**src/design/tmrf_regs.svh**
```systemverilog
// register offsets, field positions, masks and reset values of the timer flag block
`ifndef TMRF_REGS_SVH
`define TMRF_REGS_SVH

`define TMRF_OFS_IER0 8'h00
`define TMRF_OFS_IER1 8'h04
`define TMRF_OFS_IER2 8'h08
`define TMRF_OFS_STS0 8'h0C
`define TMRF_OFS_STS1 8'h10
`define TMRF_OFS_STS2 8'h14

`define TMRF_IER_RESET 8'h40
`define TMRF_STS_RESET 8'hC0

`define TMRF_BIT_A 0
`define TMRF_BIT_B 1
`define TMRF_BIT_C 2
`define TMRF_BIT_D 3
`define TMRF_BIT_OVF 4
`define TMRF_BIT_UNF 5
`define TMRF_BIT_ONE 6
`define TMRF_BIT_DIR 7

`define TMRF_MASK_CH0 6'h1F
`define TMRF_MASK_CH12 6'h33

`define TMRF_CNT_MAX 16'hFFFF
`define TMRF_CNT_MIN 16'h0000

`endif

```
**src/design/tmrf_pkg.sv**
```systemverilog
// types shared by the timer flag block
package tmrf_pkg;
  typedef logic [5:0] tmrf_bits_t;
  typedef enum logic [1:0] {
    TMRF_BUS_IDLE = 2'b01,
    TMRF_BUS_ACK = 2'b10
  } tmrf_bus_t;
endpackage

```
**src/design/tmrf_flags.sv**
```systemverilog
// interrupt enable and status flag logic of a three-channel timer, wishbone slave
//
// Contract
// each channel has an 8-bit enable register, reset and standby value 40h.
// software writes only 0 to enable bit 7.
// enable bit 6 is read-only and always reads 1.
// channels 1 and 2: enable bit 5 gates underflow request, reset 0.
// channel 0: bit 5 of enable and status reads 0, writes ignored.
// every channel: enable bit 4 gates the overflow request.
// channel 0: enable bits 3 and 2 gate flag D and C requests.
// channels 1 and 2: bits 3 and 2 of both registers read 0, fixed.
// every channel: enable bits 1 and 0 gate flag B and A requests.
// each channel has an 8-bit status register, reset and standby value C0h; here bit 7 of channels 1 and 2 follows DIR_UP_IN instead.
// status flags accept only a written 0 to clear; 1 never sets.
// software clear needs a 0 write after the flag was read as 1.
// channels 1 and 2: status bit 7 shows direction, 1 up, reset 1; here bit 7 follows DIR_UP_IN and reset does not force it.
// channel 0 status bit 7 reads 1; status bit 6 always reads 1.
// channels 1 and 2 in phase counting: underflow sets on 0000h to FFFFh.
// every channel: overflow sets on counter wrap FFFFh to 0000h.
// channel 0 flag D sets on counter match in compare mode.
// channel 0 flag D sets on capture strobe in capture mode.
// flag D clears when its request starts the transfer controller, disable-select 0.
// flag C exists in channel 0 only, as status bit 2.
// flags A, B, C set on compare match or capture transfer.
// flags A, B, C clear when their request starts transfer controller, disable-select 0.
// flag A also clears when its request starts dma with transfer enable 1.
// each request is high while its flag and its enable are both 1.
`include "tmrf_regs.svh"
`timescale 1ns/1ns
`default_nettype none

module tmrf_flags (
  input wire logic MCLK_IN,
  input wire logic RST_N_IN,
  input wire logic CE_IN,
  input wire logic HW_STANDBY_IN,
  input wire logic WB_CYC_IN,
  input wire logic WB_STB_IN,
  input wire logic WB_WE_IN,
  input wire logic [7:0] WB_ADR_IN,
  input wire logic [3:0] WB_SEL_IN,
  input wire logic [31:0] WB_DAT_IN,
  output logic [31:0] WB_DAT_OUT,
  output logic WB_ACK_OUT,
  input wire logic [15:0] COUNT_IN [3],
  input wire logic [2:0] PHASE_MODE_IN,
  input wire logic [2:0] DIR_UP_IN,
  input wire logic [3:0] MATCH_IN [3],
  input wire logic [3:0] CAPTURE_IN [3],
  input wire logic [3:0] CAPTURE_MODE_IN [3],
  input wire logic [3:0] XFER_CTRL_START_IN [3],
  input wire logic [3:0] XFER_IRQ_DISABLE_SEL_IN [3],
  input wire logic [2:0] DMA_CTRL_START_IN,
  input wire logic [2:0] DMA_XFER_ENABLE_IN,
  output logic [2:0] CMP_CAP_A_IRQ_OUT,
  output logic [2:0] CMP_CAP_B_IRQ_OUT,
  output logic CMP_CAP_C_IRQ_OUT,
  output logic CMP_CAP_D_IRQ_OUT,
  output logic [2:0] OVERFLOW_IRQ_OUT,
  output logic [2:0] UNDERFLOW_IRQ_OUT
);

  logic standby_meta_q;
  logic standby_q;
  logic clear_all;
  tmrf_pkg::tmrf_bus_t bus_q;
  logic bus_req;
  logic bus_wr;
  logic bus_rd;
  logic [31:0] rdata_d;
  logic [31:0] rdata_q;
  tmrf_pkg::tmrf_bits_t en_q [3];
  tmrf_pkg::tmrf_bits_t flag_q [3];
  tmrf_pkg::tmrf_bits_t armed_q [3];
  tmrf_pkg::tmrf_bits_t set_ev [3];
  tmrf_pkg::tmrf_bits_t hw_clr [3];
  tmrf_pkg::tmrf_bits_t sw_clr [3];
  tmrf_pkg::tmrf_bits_t irq [3];
  logic [15:0] count_prev_q [3];
  logic [2:0] hit_ier;
  logic [2:0] hit_sts;
  logic [7:0] ier_view [3];
  logic [7:0] sts_view [3];

  // standby is a pin: two flops before anything reads it
  always_ff @(posedge MCLK_IN)
  begin
    if (!RST_N_IN)
    begin
      standby_meta_q <= 1'b0;
      standby_q <= 1'b0;
    end
    else
    begin
      standby_meta_q <= HW_STANDBY_IN;
      standby_q <= standby_meta_q;
    end
  end

  assign clear_all = !RST_N_IN || standby_q;

  // one access per request; ack drops at the first clock-enabled edge after it is given
  assign bus_req = WB_CYC_IN && WB_STB_IN && (bus_q == tmrf_pkg::TMRF_BUS_IDLE) && CE_IN;
  assign bus_wr = bus_req && WB_WE_IN && WB_SEL_IN[0];
  assign bus_rd = bus_req && !WB_WE_IN;

  always_ff @(posedge MCLK_IN)
  begin
    if (!RST_N_IN)
      bus_q <= tmrf_pkg::TMRF_BUS_IDLE;
    else if (CE_IN)
    begin
      case (bus_q)
        tmrf_pkg::TMRF_BUS_IDLE:
          if (bus_req)
            bus_q <= tmrf_pkg::TMRF_BUS_ACK;
        tmrf_pkg::TMRF_BUS_ACK:
          bus_q <= tmrf_pkg::TMRF_BUS_IDLE;
        default:
          bus_q <= tmrf_pkg::TMRF_BUS_IDLE;
      endcase
    end
  end

  assign WB_ACK_OUT = (bus_q == tmrf_pkg::TMRF_BUS_ACK);

  assign hit_ier[0] = WB_ADR_IN == `TMRF_OFS_IER0;
  assign hit_ier[1] = WB_ADR_IN == `TMRF_OFS_IER1;
  assign hit_ier[2] = WB_ADR_IN == `TMRF_OFS_IER2;
  assign hit_sts[0] = WB_ADR_IN == `TMRF_OFS_STS0;
  assign hit_sts[1] = WB_ADR_IN == `TMRF_OFS_STS1;
  assign hit_sts[2] = WB_ADR_IN == `TMRF_OFS_STS2;

  genvar ch;
  generate
    for (ch = 0; ch < 3; ch++)
    begin : g_ch
      localparam tmrf_pkg::tmrf_bits_t MASK = (ch == 0) ? `TMRF_MASK_CH0 : `TMRF_MASK_CH12;
      logic ovf_ev;
      logic unf_ev;

      // wrap detection against the previous counter value
      always_ff @(posedge MCLK_IN)
      begin
        if (clear_all)
          count_prev_q[ch] <= `TMRF_CNT_MIN;
        else if (CE_IN)
          count_prev_q[ch] <= COUNT_IN[ch];
      end

      assign ovf_ev = count_prev_q[ch] == `TMRF_CNT_MAX && COUNT_IN[ch] == `TMRF_CNT_MIN;
      assign unf_ev = PHASE_MODE_IN[ch] && count_prev_q[ch] == `TMRF_CNT_MIN
        && COUNT_IN[ch] == `TMRF_CNT_MAX;

      // capture mode picks the capture strobe, else the compare match
      assign set_ev[ch][3:0] = (CAPTURE_MODE_IN[ch] & CAPTURE_IN[ch])
        | (~CAPTURE_MODE_IN[ch] & MATCH_IN[ch]);
      assign set_ev[ch][`TMRF_BIT_OVF] = ovf_ev;
      assign set_ev[ch][`TMRF_BIT_UNF] = unf_ev;

      assign hw_clr[ch][3:0] = XFER_CTRL_START_IN[ch] & ~XFER_IRQ_DISABLE_SEL_IN[ch]
        | {3'h0, DMA_CTRL_START_IN[ch] & DMA_XFER_ENABLE_IN[ch]};
      assign hw_clr[ch][5:4] = 2'h0;

      // a 0 only clears a flag already seen as 1 by a read
      assign sw_clr[ch] = (bus_wr && hit_sts[ch]) ? (~WB_DAT_IN[5:0] & armed_q[ch]) : 6'h00;

      always_ff @(posedge MCLK_IN)
      begin
        if (clear_all)
          en_q[ch] <= 6'h00;
        else if (CE_IN && bus_wr && hit_ier[ch])
          en_q[ch] <= WB_DAT_IN[5:0] & MASK;
      end

      // set wins over a software or transfer clear in the same cycle; reset and standby (clear_all) win over set
      always_ff @(posedge MCLK_IN)
      begin
        if (clear_all)
          flag_q[ch] <= 6'h00;
        else if (CE_IN)
          flag_q[ch] <= MASK & (set_ev[ch] | (flag_q[ch] & ~sw_clr[ch] & ~hw_clr[ch]));
      end

      always_ff @(posedge MCLK_IN)
      begin
        if (clear_all)
          armed_q[ch] <= 6'h00;
        else if (CE_IN && bus_req && hit_sts[ch])
          armed_q[ch] <= WB_WE_IN ? 6'h00 : flag_q[ch];
      end

      assign irq[ch] = flag_q[ch] & en_q[ch];

      // bit 7 of the enable register keeps no state; software only writes 0 there
      assign ier_view[ch] = {1'b0, 1'b1, en_q[ch]};
      assign sts_view[ch] = {(ch == 0) ? 1'b1 : DIR_UP_IN[ch], 1'b1, flag_q[ch]};

      assign CMP_CAP_A_IRQ_OUT[ch] = irq[ch][`TMRF_BIT_A];
      assign CMP_CAP_B_IRQ_OUT[ch] = irq[ch][`TMRF_BIT_B];
      assign OVERFLOW_IRQ_OUT[ch] = irq[ch][`TMRF_BIT_OVF];
      assign UNDERFLOW_IRQ_OUT[ch] = irq[ch][`TMRF_BIT_UNF];

      chk_ovf_set: assert property (@(posedge MCLK_IN) disable iff (clear_all)
        CE_IN && ovf_ev |=> flag_q[ch][`TMRF_BIT_OVF])
        else $error("overflow flag not set after wrap");

      chk_clr_needs_read: assert property (@(posedge MCLK_IN) disable iff (clear_all)
        CE_IN && flag_q[ch][`TMRF_BIT_OVF] && !armed_q[ch][`TMRF_BIT_OVF]
        |=> flag_q[ch][`TMRF_BIT_OVF])
        else $error("overflow flag cleared without prior read");

      chk_one_never_sets: assert property (@(posedge MCLK_IN) disable iff (clear_all)
        CE_IN && !flag_q[ch][`TMRF_BIT_A] && !set_ev[ch][`TMRF_BIT_A]
        && bus_wr && hit_sts[ch] && WB_DAT_IN[`TMRF_BIT_A]
        |=> !flag_q[ch][`TMRF_BIT_A])
        else $error("writing 1 set flag a");

      chk_irq_gated: assert property (@(posedge MCLK_IN) disable iff (clear_all)
        OVERFLOW_IRQ_OUT[ch] |-> flag_q[ch][`TMRF_BIT_OVF] && en_q[ch][`TMRF_BIT_OVF])
        else $error("overflow request without flag and enable");

      chk_a_set: assert property (@(posedge MCLK_IN) disable iff (clear_all)
        CE_IN && set_ev[ch][`TMRF_BIT_A] |=> flag_q[ch][`TMRF_BIT_A])
        else $error("flag a not set by event");

      chk_b_set: assert property (@(posedge MCLK_IN) disable iff (clear_all)
        CE_IN && set_ev[ch][`TMRF_BIT_B] |=> flag_q[ch][`TMRF_BIT_B])
        else $error("flag b not set by event");

      chk_ovf_irq_level: assert property (@(posedge MCLK_IN) disable iff (clear_all)
        OVERFLOW_IRQ_OUT[ch] == (flag_q[ch][`TMRF_BIT_OVF] && en_q[ch][`TMRF_BIT_OVF]))
        else $error("overflow request level wrong");

      chk_a_irq_level: assert property (@(posedge MCLK_IN) disable iff (clear_all)
        CMP_CAP_A_IRQ_OUT[ch] == (flag_q[ch][`TMRF_BIT_A] && en_q[ch][`TMRF_BIT_A]))
        else $error("flag a request level wrong");

      chk_b_irq_level: assert property (@(posedge MCLK_IN) disable iff (clear_all)
        CMP_CAP_B_IRQ_OUT[ch] == (flag_q[ch][`TMRF_BIT_B] && en_q[ch][`TMRF_BIT_B]))
        else $error("flag b request level wrong");

      // a same-cycle set keeps the flag, so only event-free starts are checked
      chk_xfer_clear_a: assert property (@(posedge MCLK_IN) disable iff (clear_all)
        CE_IN && XFER_CTRL_START_IN[ch][0] && !XFER_IRQ_DISABLE_SEL_IN[ch][0] && !set_ev[ch][`TMRF_BIT_A]
        |=> !flag_q[ch][`TMRF_BIT_A])
        else $error("flag a not cleared by transfer start");

      chk_sts_bit6: assert property (@(posedge MCLK_IN) disable iff (clear_all)
        sts_view[ch][`TMRF_BIT_ONE] && ier_view[ch][`TMRF_BIT_ONE])
        else $error("bit 6 not read as one");

      chk_ier_bit7: assert property (@(posedge MCLK_IN) disable iff (clear_all)
        !ier_view[ch][`TMRF_BIT_DIR])
        else $error("enable bit 7 not zero");

      chk_unused_bits: assert property (@(posedge MCLK_IN) disable iff (clear_all)
        (flag_q[ch] & ~MASK) == 6'h00 && (en_q[ch] & ~MASK) == 6'h00)
        else $error("reserved bit held state");
    end
  endgenerate

  assign CMP_CAP_C_IRQ_OUT = irq[0][`TMRF_BIT_C];
  assign CMP_CAP_D_IRQ_OUT = irq[0][`TMRF_BIT_D];

  // unmapped addresses read zero and swallow writes
  always_comb
  begin
    rdata_d = 32'h0000_0000;
    for (int i = 0; i < 3; i++)
    begin
      if (hit_ier[i])
        rdata_d = {24'h00_0000, ier_view[i]};
      if (hit_sts[i])
        rdata_d = {24'h00_0000, sts_view[i]};
    end
  end

  always_ff @(posedge MCLK_IN)
  begin
    if (!RST_N_IN)
      rdata_q <= 32'h0000_0000;
    else if (bus_rd)
      rdata_q <= rdata_d;
  end

  assign WB_DAT_OUT = rdata_q;

  chk_reset_vals: assert property (@(posedge MCLK_IN)
    !RST_N_IN |=> ier_view[1] == `TMRF_IER_RESET && sts_view[0] == `TMRF_STS_RESET)
    else $error("reset values wrong");

  chk_ch0_bit5: assert property (@(posedge MCLK_IN) disable iff (clear_all)
    !en_q[0][`TMRF_BIT_UNF] && !flag_q[0][`TMRF_BIT_UNF] && !UNDERFLOW_IRQ_OUT[0])
    else $error("channel 0 bit 5 not zero");

  chk_ier_bit6: assert property (@(posedge MCLK_IN) disable iff (clear_all)
    bus_rd && (hit_ier[1] || hit_ier[2]) |=> WB_ACK_OUT && WB_DAT_OUT[6] && !WB_DAT_OUT[3])
    else $error("enable readback bits 6 or 3 wrong");

  chk_unf_set: assert property (@(posedge MCLK_IN) disable iff (clear_all)
    CE_IN && PHASE_MODE_IN[2] && count_prev_q[2] == `TMRF_CNT_MIN
    && COUNT_IN[2] == `TMRF_CNT_MAX |=> ##1 flag_q[2][`TMRF_BIT_UNF] || $past(sw_clr[2][`TMRF_BIT_UNF], 1))
    else $error("underflow flag not set");

  chk_dir_read: assert property (@(posedge MCLK_IN) disable iff (clear_all)
    bus_rd && hit_sts[1] |=> WB_DAT_OUT[7] == $past(DIR_UP_IN[1]))
    else $error("direction bit readback wrong");

  chk_dma_clear: assert property (@(posedge MCLK_IN) disable iff (clear_all)
    CE_IN && DMA_CTRL_START_IN[2] && DMA_XFER_ENABLE_IN[2] && !set_ev[2][`TMRF_BIT_A]
    |=> !flag_q[2][`TMRF_BIT_A])
    else $error("flag a not cleared by dma start");

  chk_d_set: assert property (@(posedge MCLK_IN) disable iff (clear_all)
    CE_IN && set_ev[0][`TMRF_BIT_D] |=> flag_q[0][`TMRF_BIT_D])
    else $error("flag d not set by event");

  chk_c_set: assert property (@(posedge MCLK_IN) disable iff (clear_all)
    CE_IN && set_ev[0][`TMRF_BIT_C] |=> flag_q[0][`TMRF_BIT_C])
    else $error("flag c not set by event");

  chk_c_irq_level: assert property (@(posedge MCLK_IN) disable iff (clear_all)
    CMP_CAP_C_IRQ_OUT == (flag_q[0][`TMRF_BIT_C] && en_q[0][`TMRF_BIT_C]))
    else $error("flag c request level wrong");

  chk_d_xfer_clear: assert property (@(posedge MCLK_IN) disable iff (clear_all)
    CE_IN && XFER_CTRL_START_IN[0][3] && !XFER_IRQ_DISABLE_SEL_IN[0][3] && !set_ev[0][`TMRF_BIT_D]
    |=> !flag_q[0][`TMRF_BIT_D])
    else $error("flag d not cleared by transfer start");

  // ack may stretch only while the clock enable freezes the bus
  chk_ack_pulse: assert property (@(posedge MCLK_IN) disable iff (clear_all)
    CE_IN && WB_ACK_OUT |=> !WB_ACK_OUT)
    else $error("ack longer than one cycle");

  chk_ch0_dir: assert property (@(posedge MCLK_IN) disable iff (clear_all)
    sts_view[0][`TMRF_BIT_DIR])
    else $error("channel 0 status bit 7 not one");

  chk_standby_clear: assert property (@(posedge MCLK_IN) disable iff (!RST_N_IN)
    standby_q |=> en_q[1] == 6'h00 && flag_q[1] == 6'h00)
    else $error("standby did not clear channel 1");

endmodule

`default_nettype wire

```
**config.mk**
```make
export PLATFORM = sky130hd
export DESIGN_NAME = tmrf_flags
export DESIGN_NICKNAME = d
export VERILOG_FILES = /design/src/design/tmrf_pkg.sv /design/src/design/tmrf_flags.sv
export VERILOG_INCLUDE_DIRS = /design/src /design/src/design
export SDC_FILE = /design/constraint.sdc
export NUM_CORES = 1
export LEC_CHECK = 0
export BUFFER_PORTS_ARGS = -buffer_cell sky130_fd_sc_hd__buf_2
export CELL_PAD_IN_SITES_DETAIL_PLACEMENT = 0
export CELL_PAD_IN_SITES_GLOBAL_PLACEMENT = 1
export CORE_ASPECT_RATIO = 0.7
export CORE_MARGIN = 2
export CORE_UTILIZATION = 37
export DETAILED_ROUTE_END_ITERATION = 10
export GPL_TIMING_DRIVEN = 0
export PLACE_DENSITY = 0.81
export SETUP_SLACK_MARGIN = 0.4
export SYNTH_ARGS = -nofsm -noshare
export SYNTH_HDL_FRONTEND = slang
export SYNTH_SLANG_ARGS = --single-unit
```
**constraint.sdc**
```tcl
create_clock -name MCLK_IN -period 3.7 [get_ports MCLK_IN]
set_input_delay 0.555 -clock MCLK_IN [delete_from_list [all_inputs] [get_ports MCLK_IN]]
set_output_delay 0.555 -clock MCLK_IN [all_outputs]
set_load 0.02 [all_outputs]
```
After elaboration in Yosys (flattened, before gate mapping)
Memories as Yosys holds them, arrays and structs flattened.
Cells that the tools add are included.

storage, ports and cells
  bits in read-only memories = 0
  register bits = 36
  bits in writable memories = 102
  memories = 4
  latch bits = 0
  bits of input ports = 171
  logic and storage cells = 162

cells by class
  div/mod/pow operators = 0
  bitwise operators = 58
  reduce and logical (&&, ||, !) cells = 34
  mux-type cells = 49
  order comparisons = 0
  equality and inequality tests = 13
  shifts and indexed selects = 0
  multipliers = 0
  add/sub/neg operators = 0

memory list
  name          words  bits a word  read ports  clocked after Yosys merged registers in  wr ports  RTL line          RTL
  count_prev_q  3      16           3           0                                        3         tmrf_flags.sv:79  logic [15:0] count_prev_q [3];
  armed_q       3      6            3           0                                        3         tmrf_flags.sv:74  tmrf_pkg::tmrf_bits_t armed_q [3];
  en_q          3      6            3           0                                        3         tmrf_flags.sv:72  tmrf_pkg::tmrf_bits_t en_q [3];
  flag_q        3      6            3           0                                        3         tmrf_flags.sv:73  tmrf_pkg::tmrf_bits_t flag_q [3];

operator list
  operator                count
  $mux W32                4
  $mux W6                 14
  $eq A16 B16 Y1 const B  5
  $logic_not A16 Y1       5
  $and A6 B6 Y6           9
  $mux W16                3
  $and A4 B4 Y4           9
  $logic_and A1 B1 Y1     24
  $not A4 Y4              6
  $mux W1                 23
  $not A6 Y6              3
  $eq A8 B4 Y1 const B    2
  $eq A8 B5 Y1 const B    2
  $and A5 B5 Y5           3
  $not A4 Y6              2
  $or A1 B1 Y1            12
  $or A4 B1 Y4            3
  $or A4 B4 Y4            3
  $or A6 B6 Y6            2
  $eq A8 B3 Y1 const B    1
  $logic_not A8 Y1        1
  $mux W8                 1
  $mux W7                 1
  $mux W5                 1
  other kinds (11)        15

Longest topological paths before layout
Gate-level depths: netlist of run 1.

  depth in word-level cells = 12
  gate-level depth with buffers = 6

Least setup slack after synthesis of run 1
OpenSTA, ideal clock, no wires.

  path type = input port to flip-flop
  start = in CE_IN
  end = mem count_prev_q[0][0] (enable)
  cell stages on the path = 3
  arrival = 2.436 ns
  buffers on the path = 2
  path slack = 0.835 ns
  path through = buf_4 -> clkbuf_1 -> nand2b_1

RTL lines
  element      RTL line          RTL
  from (decl)  tmrf_flags.sv:35  input wire logic CE_IN,
  to (decl)    tmrf_flags.sv:79

==> results of run 1 <==
[cells in the final DEF, fill, tap and decap left out, types with 3 or more instances in the layout]
master,synthesis,final
o21a_1,3,3
a21oi_1,12,12
buf_4,28,28
clkbuf_1,12,15
nand2b_1,14,13
nor3_2,5,5
nor2b_1,3,3
nor4_2,3,3
clkbuf_16,0,9
mux2i_1,8,8
conb_1,1,25
nor4_1,28,28
nor4b_4,3,3
edfxtp_1,87,87
and2_2,7,7
inv_1,8,8
buf_2,2,141
o22ai_1,3,3
and2_1,37,37
and4_1,5,5
a221oi_1,4,4
nand4_1,21,21
dfxtp_1,12,12
o211ai_1,6,6
and3_1,49,49
a22oi_1,6,6
nand3_1,12,12
nand2_1,14,14
o21ai_0,15,15
mux2_2,4,4
[worst max-delay path by stage]
stage,start,endpoint,slack (ps),cells past startpoint
final,bus_q[1],en_q[0][1],1420,4
after global placement,CE_IN,count_prev_q[0][11],-50,3
after detailed placement,CE_IN,en_q[0][3],1130,5
after CTS,bus_q[1],en_q[0][0],1460,4
after global routing,bus_q[0],en_q[0][0],1290,5
after floorplan,CE_IN,count_prev_q[0][0],840,3
[routing by layer]
layer | vias up | part of all wire, %
met5 | - | 0
met4 | 0 | 1.3
met3 | 16 | 7.4
met2 | 153 | 44
met1 | 2016 | 47
li1 | 2032 | -
[kinds of logic after synthesis]
family	after synthesis	share of synthesized area [%]
AOI/OAI and AO/OA	59	7.58
muxes	12	2.39
other	1	0.0716
and+or+nand+nor	225	29.0
buffers and inverters	54	6.48
DFF	99	54.5
[flip-flops by register name, summed over array words and instances, names as in the netlist]
register and cells:
WB_DAT_OUT 8, count_prev_q 48, standby_q 1, en_q 13, armed_q 13, standby_meta_q 1, flag_q 13, bus_q 2
[power by group through the flow]
stage	logic, mW	clock network (mW)	registers [mW]
after floorplan	0.170	0	1.33
after global placement	0.298	0	1.35
after detailed placement	0.306	0	1.35
after CTS	0.307	0.872	1.32
after global routing	0.336	0.921	1.33
final	0.307	0.856	1.32
[area by class of cell]
| class | count | share of cell area, % |
|---|---|---|
| Timing Repair Buffer | 139 | 10.7 |
| Tap cell | 190 | 3.64 |
| Buffer | 46 | 4.73 |
| Inverter | 8 | 0.460 |
| Multi-Input combinational cell | 321 | 32.8 |
| Clock inverter | 4 | 0.422 |
| Sequential cell | 99 | 43.7 |
| Clock buffer | 12 | 3.62 |
[worst reg2reg max path, stage by stage, from the launching register on]
cell	delay [ps]
dfxtp_1	340
and4b_4	360
nand2_4	80
buf_6	150
o41ai_1	960
[stage by stage]
| stage | cell area [um2] | total power, mW | utilization (%) | instances |
|---|---|---|---|---|
| 2_1_floorplan | 5330 | 1.50 | - | 474 |
| 3_5_place_dp | 6270 | 1.65 | 45.2 | 803 |
| 4_1_cts | 6530 | 2.50 | 47.1 | 819 |
| 5_1_grt | 6530 | 2.59 | 47.1 | 819 |
| 3_3_place_gp | 6260 | 1.64 | 45.1 | 803 |
| 6_report | 6530 | 2.49 | 47.1 | 819 |
[synth_stat cells (all sizes together) (8+ instances only)]
library cell,count
mux2i,8
nand4,21
inv,8
nand3,12
a21oi,12
dfxtp,12
nand2b,15
o21ai,15
nor4,31
and3,51
and2,44
nand2,17
clkbuf,14
edfxtp,87
buf,32
==> summary.txt, run 1 <==
STA
  – Setup TNS Final: 0 ps
  – F_max: 0.439 GHz
  – Final setup violation count: 0
  – Min Hold Slack: around 440 ps
  – Fin. Hold Viols: 0
  – Worst slew margin: 24.2%
  – Setup Skew: approximately 6.3 ps
  – Fin crit period: roughly 2300 ps
  – Fin crit share: 61.5%
  – Final-report max-slew violation count: 0
  – RSZ-0062 raised after global routing: no
  – Worst-Margin Slew: 1120 ps
  – Setup ws final: about 1400 ps

Finish
  – FF/Latch Area: 0.00285 mm2
  – Area taken by multi-input logic gates: 0.00214 mm2
  – Area Overhead vs Synth: 24.7%
  – Fillers: 1304
  – Fraction of layout cells with a size suffix above 1: 35.1%
  – Fin nets: around 800
  – Antenna diodes: 0

Drt
  – Via density: 5.15
  – Final ANT Viol Nets: 0
  – Vias: approximately 4.2k
  – Number of iterations in the first detailed-routing pass: 5
  – Drt initial violations: roughly 330
  – # DRC: 0
  – Total Wirelength: between 10000 and 15000 um
  – Avg WL per Cell: 16.8 um

GRT
  – First-pass GRT wire length: between 20000 and 25000 um
  – Antenna violations before repair: 1
  – Pin count of the biggest net entering global routing: 62
  – Vias in the first global route: roughly 4.1k
  – Met1 Use GR: about a quarter
  – Total GRT Usage: around 18%
  – Most Crowded Layer GR: met2
  – GR Overflow Total: 0
  – Met2 usage: between 20% and 30%
  – GR met3 Demand/Resource: 4.01%

Yosys
  – Number of synthesized flops with an enable pin: 87
  – Top cell type's share of synthesized area: 49.9%
  – Syn_area_per_cell: between 10 and 15 um2
  – Cell taking the most area after synthesis: edfxtp_1
  – Most used DFF post-synth: edfxtp_1
  – Post-synth ARST share: 0%
  – Synthesized area: about 0.0052 mm2
  – Seq/Total Area, Yosys: 54.5%
  – Warnings, synthesis: 0
  – Syn Inst Count: between 400 and 500
  – Top cells by area, synth: edfxtp_1 (50%), and3_1 (5.9%), dfxtp_1 (4.6%), and2_1 (4.4%), buf_4 (4.0%)
  – Netlist cell types: 57
  – Synthesized flop and latch total: 99

Place
  – GP Congestion: 0.927
  – Post-place setup slack: 1130 ps
  – Port buffer count: 139
  – HPWL Detailed: 10600 um

Power
  – Comb pwr share: 12.4%
  – PwrDens: 381 mW/mm2
  – Net Sw Frac: 24.7%
  – Worst IR Drop VDD: 0.189 mV
  – Flop pwr share: 53.2%
  – Leak pwr: 2.82 nW
  – Pint: 1.87 mW
  – P_sw: ~0.6 mW
  – Clock power share: 34.5%

Critical path
  – Critical path required time: between 3000 and 4000 ps
  – WP buf/inv: 1
  – CP endpoint kind: flop
  – R2r startpoint: bus_q[1]
  – Reg-to-reg slack, setup: 1420 ps
  – Crit path cell chain: and4b_4 -> nand2_4 -> buf_6 -> o41ai_1
  – CP max-delay cell: o41ai_1
  – Startpoint types: flop
  – Critical path class: flop to flop
  – FF-to-FF End: en_q[0][1]
  – Worst Reg-to-Reg Cells: 4
  – CP max stage delay: 960 ps
  – Top Family by Delay on Critical Path: compound AO/OA/AOI/OAI gates
  – Arrival @ worst endpoint: ~2200 ps
  – CP max FO: 10

Floorplan
  – Core ar.: 0.0139 mm2
  – Rows: 36
  – I/O pin count: 218
  – Initial Util: 37.7%
  – Die Y: 104 um
  – Die X: between 100 and 150 um
  – Total die area: 0.0151 mm2

Clock network
  – Post_cts resized: 0
  – CTS max path bufs: 2
  – Clock sinks: 99
  – H-tree Lvls: 3
  – Postcts setup bufs: 0
  – CTS Root Cell: clkbuf_16
  – Skew-Pair Late Insertion Delay: 340 ps
  – Clk slew on worst S/H paths: 70 ps
  – Hold bufs inserted after CTS: 0
  – CTS tree: done
  – CTS buffer count: 9

Hold path
  – Hold crit path type: flop to flop
  – WHS Endpoint: standby_q
  – Origin of the worst min-delay path: standby_meta_q
  – Worst hold stages: 1

Outcome
  – Status: complete, no violations

Job
  – Max cap viols: 0
Note: power is estimated with default switching activity, not from simulation.
==> run 2: changes to the inputs <==
CORE_UTILIZATION = 33   (was 37)
PLACE_DENSITY = 0.76   (was 0.81)
clock period = 1.9 ns   (was 3.7 ns; I/O delays follow)
==> summary.txt, run 2 (synthesis gave the netlist of run 1 again) <==
Place
  – Placed insts: 813 (was 803)
  – HPWL Detailed: 11200 um (was 10600 um)
  – Post-place setup slack: -34.1 ps (was 1130 ps)
  – GP Congestion: 0.832 (was 0.927)
  – Port buffer count: 139 (unchanged)

GRT
  – GR Overflow Total: 0 (unchanged)
  – Total GRT Usage: 17.5% (was 18.0%)
  – First-pass GRT wire length: 22400 um (was 21600 um)
  – Pin count of the biggest net entering global routing: 32 (was 62)
  – Antenna violations before repair: 1 (unchanged)
  – Vias in the first global route: 4334 (was 4070)

Hold path
  – Hold crit path type: input port to flop (was flop to flop)

Critical path
  – Critical path class: flop to flop (unchanged)
  – Crit path cell chain: and4b_4 -> nand2_4 -> bufbuf_16 -> nor4_4 -> o21ai_1 (was and4b_4 -> nand2_4 -> buf_6 -> o41ai_1)
  – CP endpoint kind: flop (unchanged)
  – CP max FO: 5 (was 10)
  – Startpoint types: flop (unchanged)
  – Critical path required time: 2010 ps (was 3660 ps)
  – WP buf/inv: 1 (unchanged)
  – Arrival @ worst endpoint: 1660 ps (was 2230 ps)
  – Top Family by Delay on Critical Path: simple AND/OR/NAND/NOR gates (was compound AO/OA/AOI/OAI gates)
  – Reg-to-reg slack, setup: 340 ps (was 1420 ps)
  – CP max-delay cell: and4b_4 (was o41ai_1)
  – CP max stage delay: 350 ps (was 960 ps)

STA
  – Fin. Hold Viols: 0 (unchanged)
  – Fin crit period: 1560 ps (was 2280 ps)
  – F_max: 0.642 GHz (was 0.439 GHz)
  – Fin crit share: 82.0% (was 61.5%)
  – Setup Skew: 10.2 ps (was 6.29 ps)
  – RSZ-0062 raised after global routing: yes (was no)
  – Final-report max-slew violation count: 0 (unchanged)
  – Setup ws final: 343 ps (was 1420 ps)
  – Final setup violation count: 0 (unchanged)

Floorplan
  – Die X: 155 um (was 146 um)
  – Die Y: 109 um (was 104 um)
  – Rows: 38 (was 36)
  – Initial Util: 33.8% (was 37.7%)
  – I/O pin count: 218 (unchanged)
  – Core ar.: 0.0155 mm2 (was 0.0139 mm2)
  – Total die area: 0.0169 mm2 (was 0.0151 mm2)

Finish
  – Fin nets: 807 (was 795)
  – Fraction of layout cells with a size suffix above 1: 42.0% (was 35.1%)
  – Fillers: 1455 (was 1304)
  – Top reg by flops: count_prev_q (unchanged)
  – Area Overhead vs Synth: 34.2% (was 24.7%)
  – Non-Filler Instances: 842 (was 819)
  – Final Core Density: 45.3% (was 47.1%)
  – Max FFs per register: 48 (unchanged)
  – Commonest non-fill, non-tap cell in the layout: buf_2 (unchanged)
  – Commonest cells after routing, fill and taps aside: buf_2 (138), edfxtp_1 (87), and3_1 (49), and2_1 (35), buf_4 (33) (was buf_2 (141), edfxtp_1 (87), and3_1 (49), and2_1 (37))

Drt
  – # DRC: 0 (unchanged)
  – Total Wirelength: 14800 um (was 13800 um)
  – Vias: 4315 (was 4217)
  – Drt initial violations: 316 (was 326)
  – Avg WL per Cell: 17.6 um (was 16.8 um)
  – Via density: 5.12 (was 5.15)
  – Final ANT Viol Nets: 0 (unchanged)
  – Number of iterations in the first detailed-routing pass: 5 (unchanged)

Clock network
  – CTS buffer count: 9 (unchanged)
  – Skew-Pair Late Insertion Delay: 350 ps (was 340 ps)
  – Clock sinks: 99 (unchanged)
  – H-tree Lvls: 3 (unchanged)
  – CTS max path bufs: 2 (unchanged)
  – CTS Root Cell: clkbuf_16 (unchanged)
  – Clk slew on worst S/H paths: 70 ps (about the same)
  – CTS tree: done (unchanged)
  – Hold bufs inserted after CTS: 0 (unchanged)

Power
  – Worst IR Drop VDD: 0.403 mV (was 0.189 mV)
  – PwrDens: 741 mW/mm2 (was 381 mW/mm2)
  – Pint: 3.94 mW (was 1.87 mW)
  – Clock power share: 37.7% (was 34.5%)
  – P_sw: 1.26 mW (was 0.614 mW)
  – Net Sw Frac: 24.2% (was 24.7%)
  – Comb pwr share: 12.8% (was 12.4%)
  – Flop pwr share: 49.5% (was 53.2%)
  – Leak pwr: 3.08 nW (was 2.82 nW)

Outcome
  – Status: complete, no violations (unchanged)

Job
  – Max cap viols: 0 (unchanged)
## run 2: worst paths after layout
kind / from / end / cells past startpoint
setup / recovery: bus_q[1] / flag_q[0][4] / 5
setup reg to reg: bus_q[1] / flag_q[0][4] / 5
hold / removal: HW_STANDBY_IN / standby_meta_q / 2
hold reg to reg: standby_meta_q / standby_q / 1
## run 2: power groups by stage
stage | clock network, mW | registers (mW) | logic [mW]
6_report | 1.96 | 2.57 | 0.666
5_1_grt | 2.08 | 2.59 | 0.721
4_1_cts | 2.00 | 2.57 | 0.642
3_5_place_dp | 0 | 2.62 | 0.606
3_3_place_gp | 0 | 2.61 | 0.594
2_1_floorplan | 0 | 2.59 | 0.342
## run 2: layout make-up
cell class / count / area, um2 / share of cell area, %
antenna: 1 / 2.50 / 0.0356
buffer: 46 / 342 / 4.86
clock buffer: 10 / 229 / 3.26
clock inverter: 6 / 90.1 / 1.28
inverter: 8 / 30.0 / 0.428
multi-input combinational: 322 / 2400 / 34.2
sequential: 99 / 2860 / 40.6
tap: 200 / 250 / 3.56
timing repair buffer: 150 / 825 / 11.7
## run 2: through the flow
stage / hold slack (ps) / instance area (um2) / setup TNS (ps) / total power, mW
after floorplan: 412 / 5370 / 0 / 2.94
after global placement: 426 / 6320 / -195 / 3.21
after detailed placement: 425 / 6320 / -1600 / 3.23
after CTS: 132 / 6870 / 0 / 5.22
after global routing: 142 / 7020 / 0 / 5.38
final: 147 / 7020 / 0 / 5.20
## run 2: repair_timing
| action | in CTS | in global routing |
|---|---|---|
| pin swaps | 14 | 22 |
| setup endpoints to repair | 127 | 117 |
| setup buffers | 7 | 3 |
| cloned | 2 | 0 |
| gates resized for setup | 33 | 31 |
| endpoints found under the hold margin | 0 | 0 |
## run 2: layer usage
metal	vias to the layer above	global-route usage [%]	share of wire [%]	routed length, um
met1	2068	23.0	45	6710
met4	0	6.02	1.7	245
met3	21	4.81	7.5	1120
met2	159	28.2	46	6770
met5	-	0	0	0
li1	2067	-	-	-
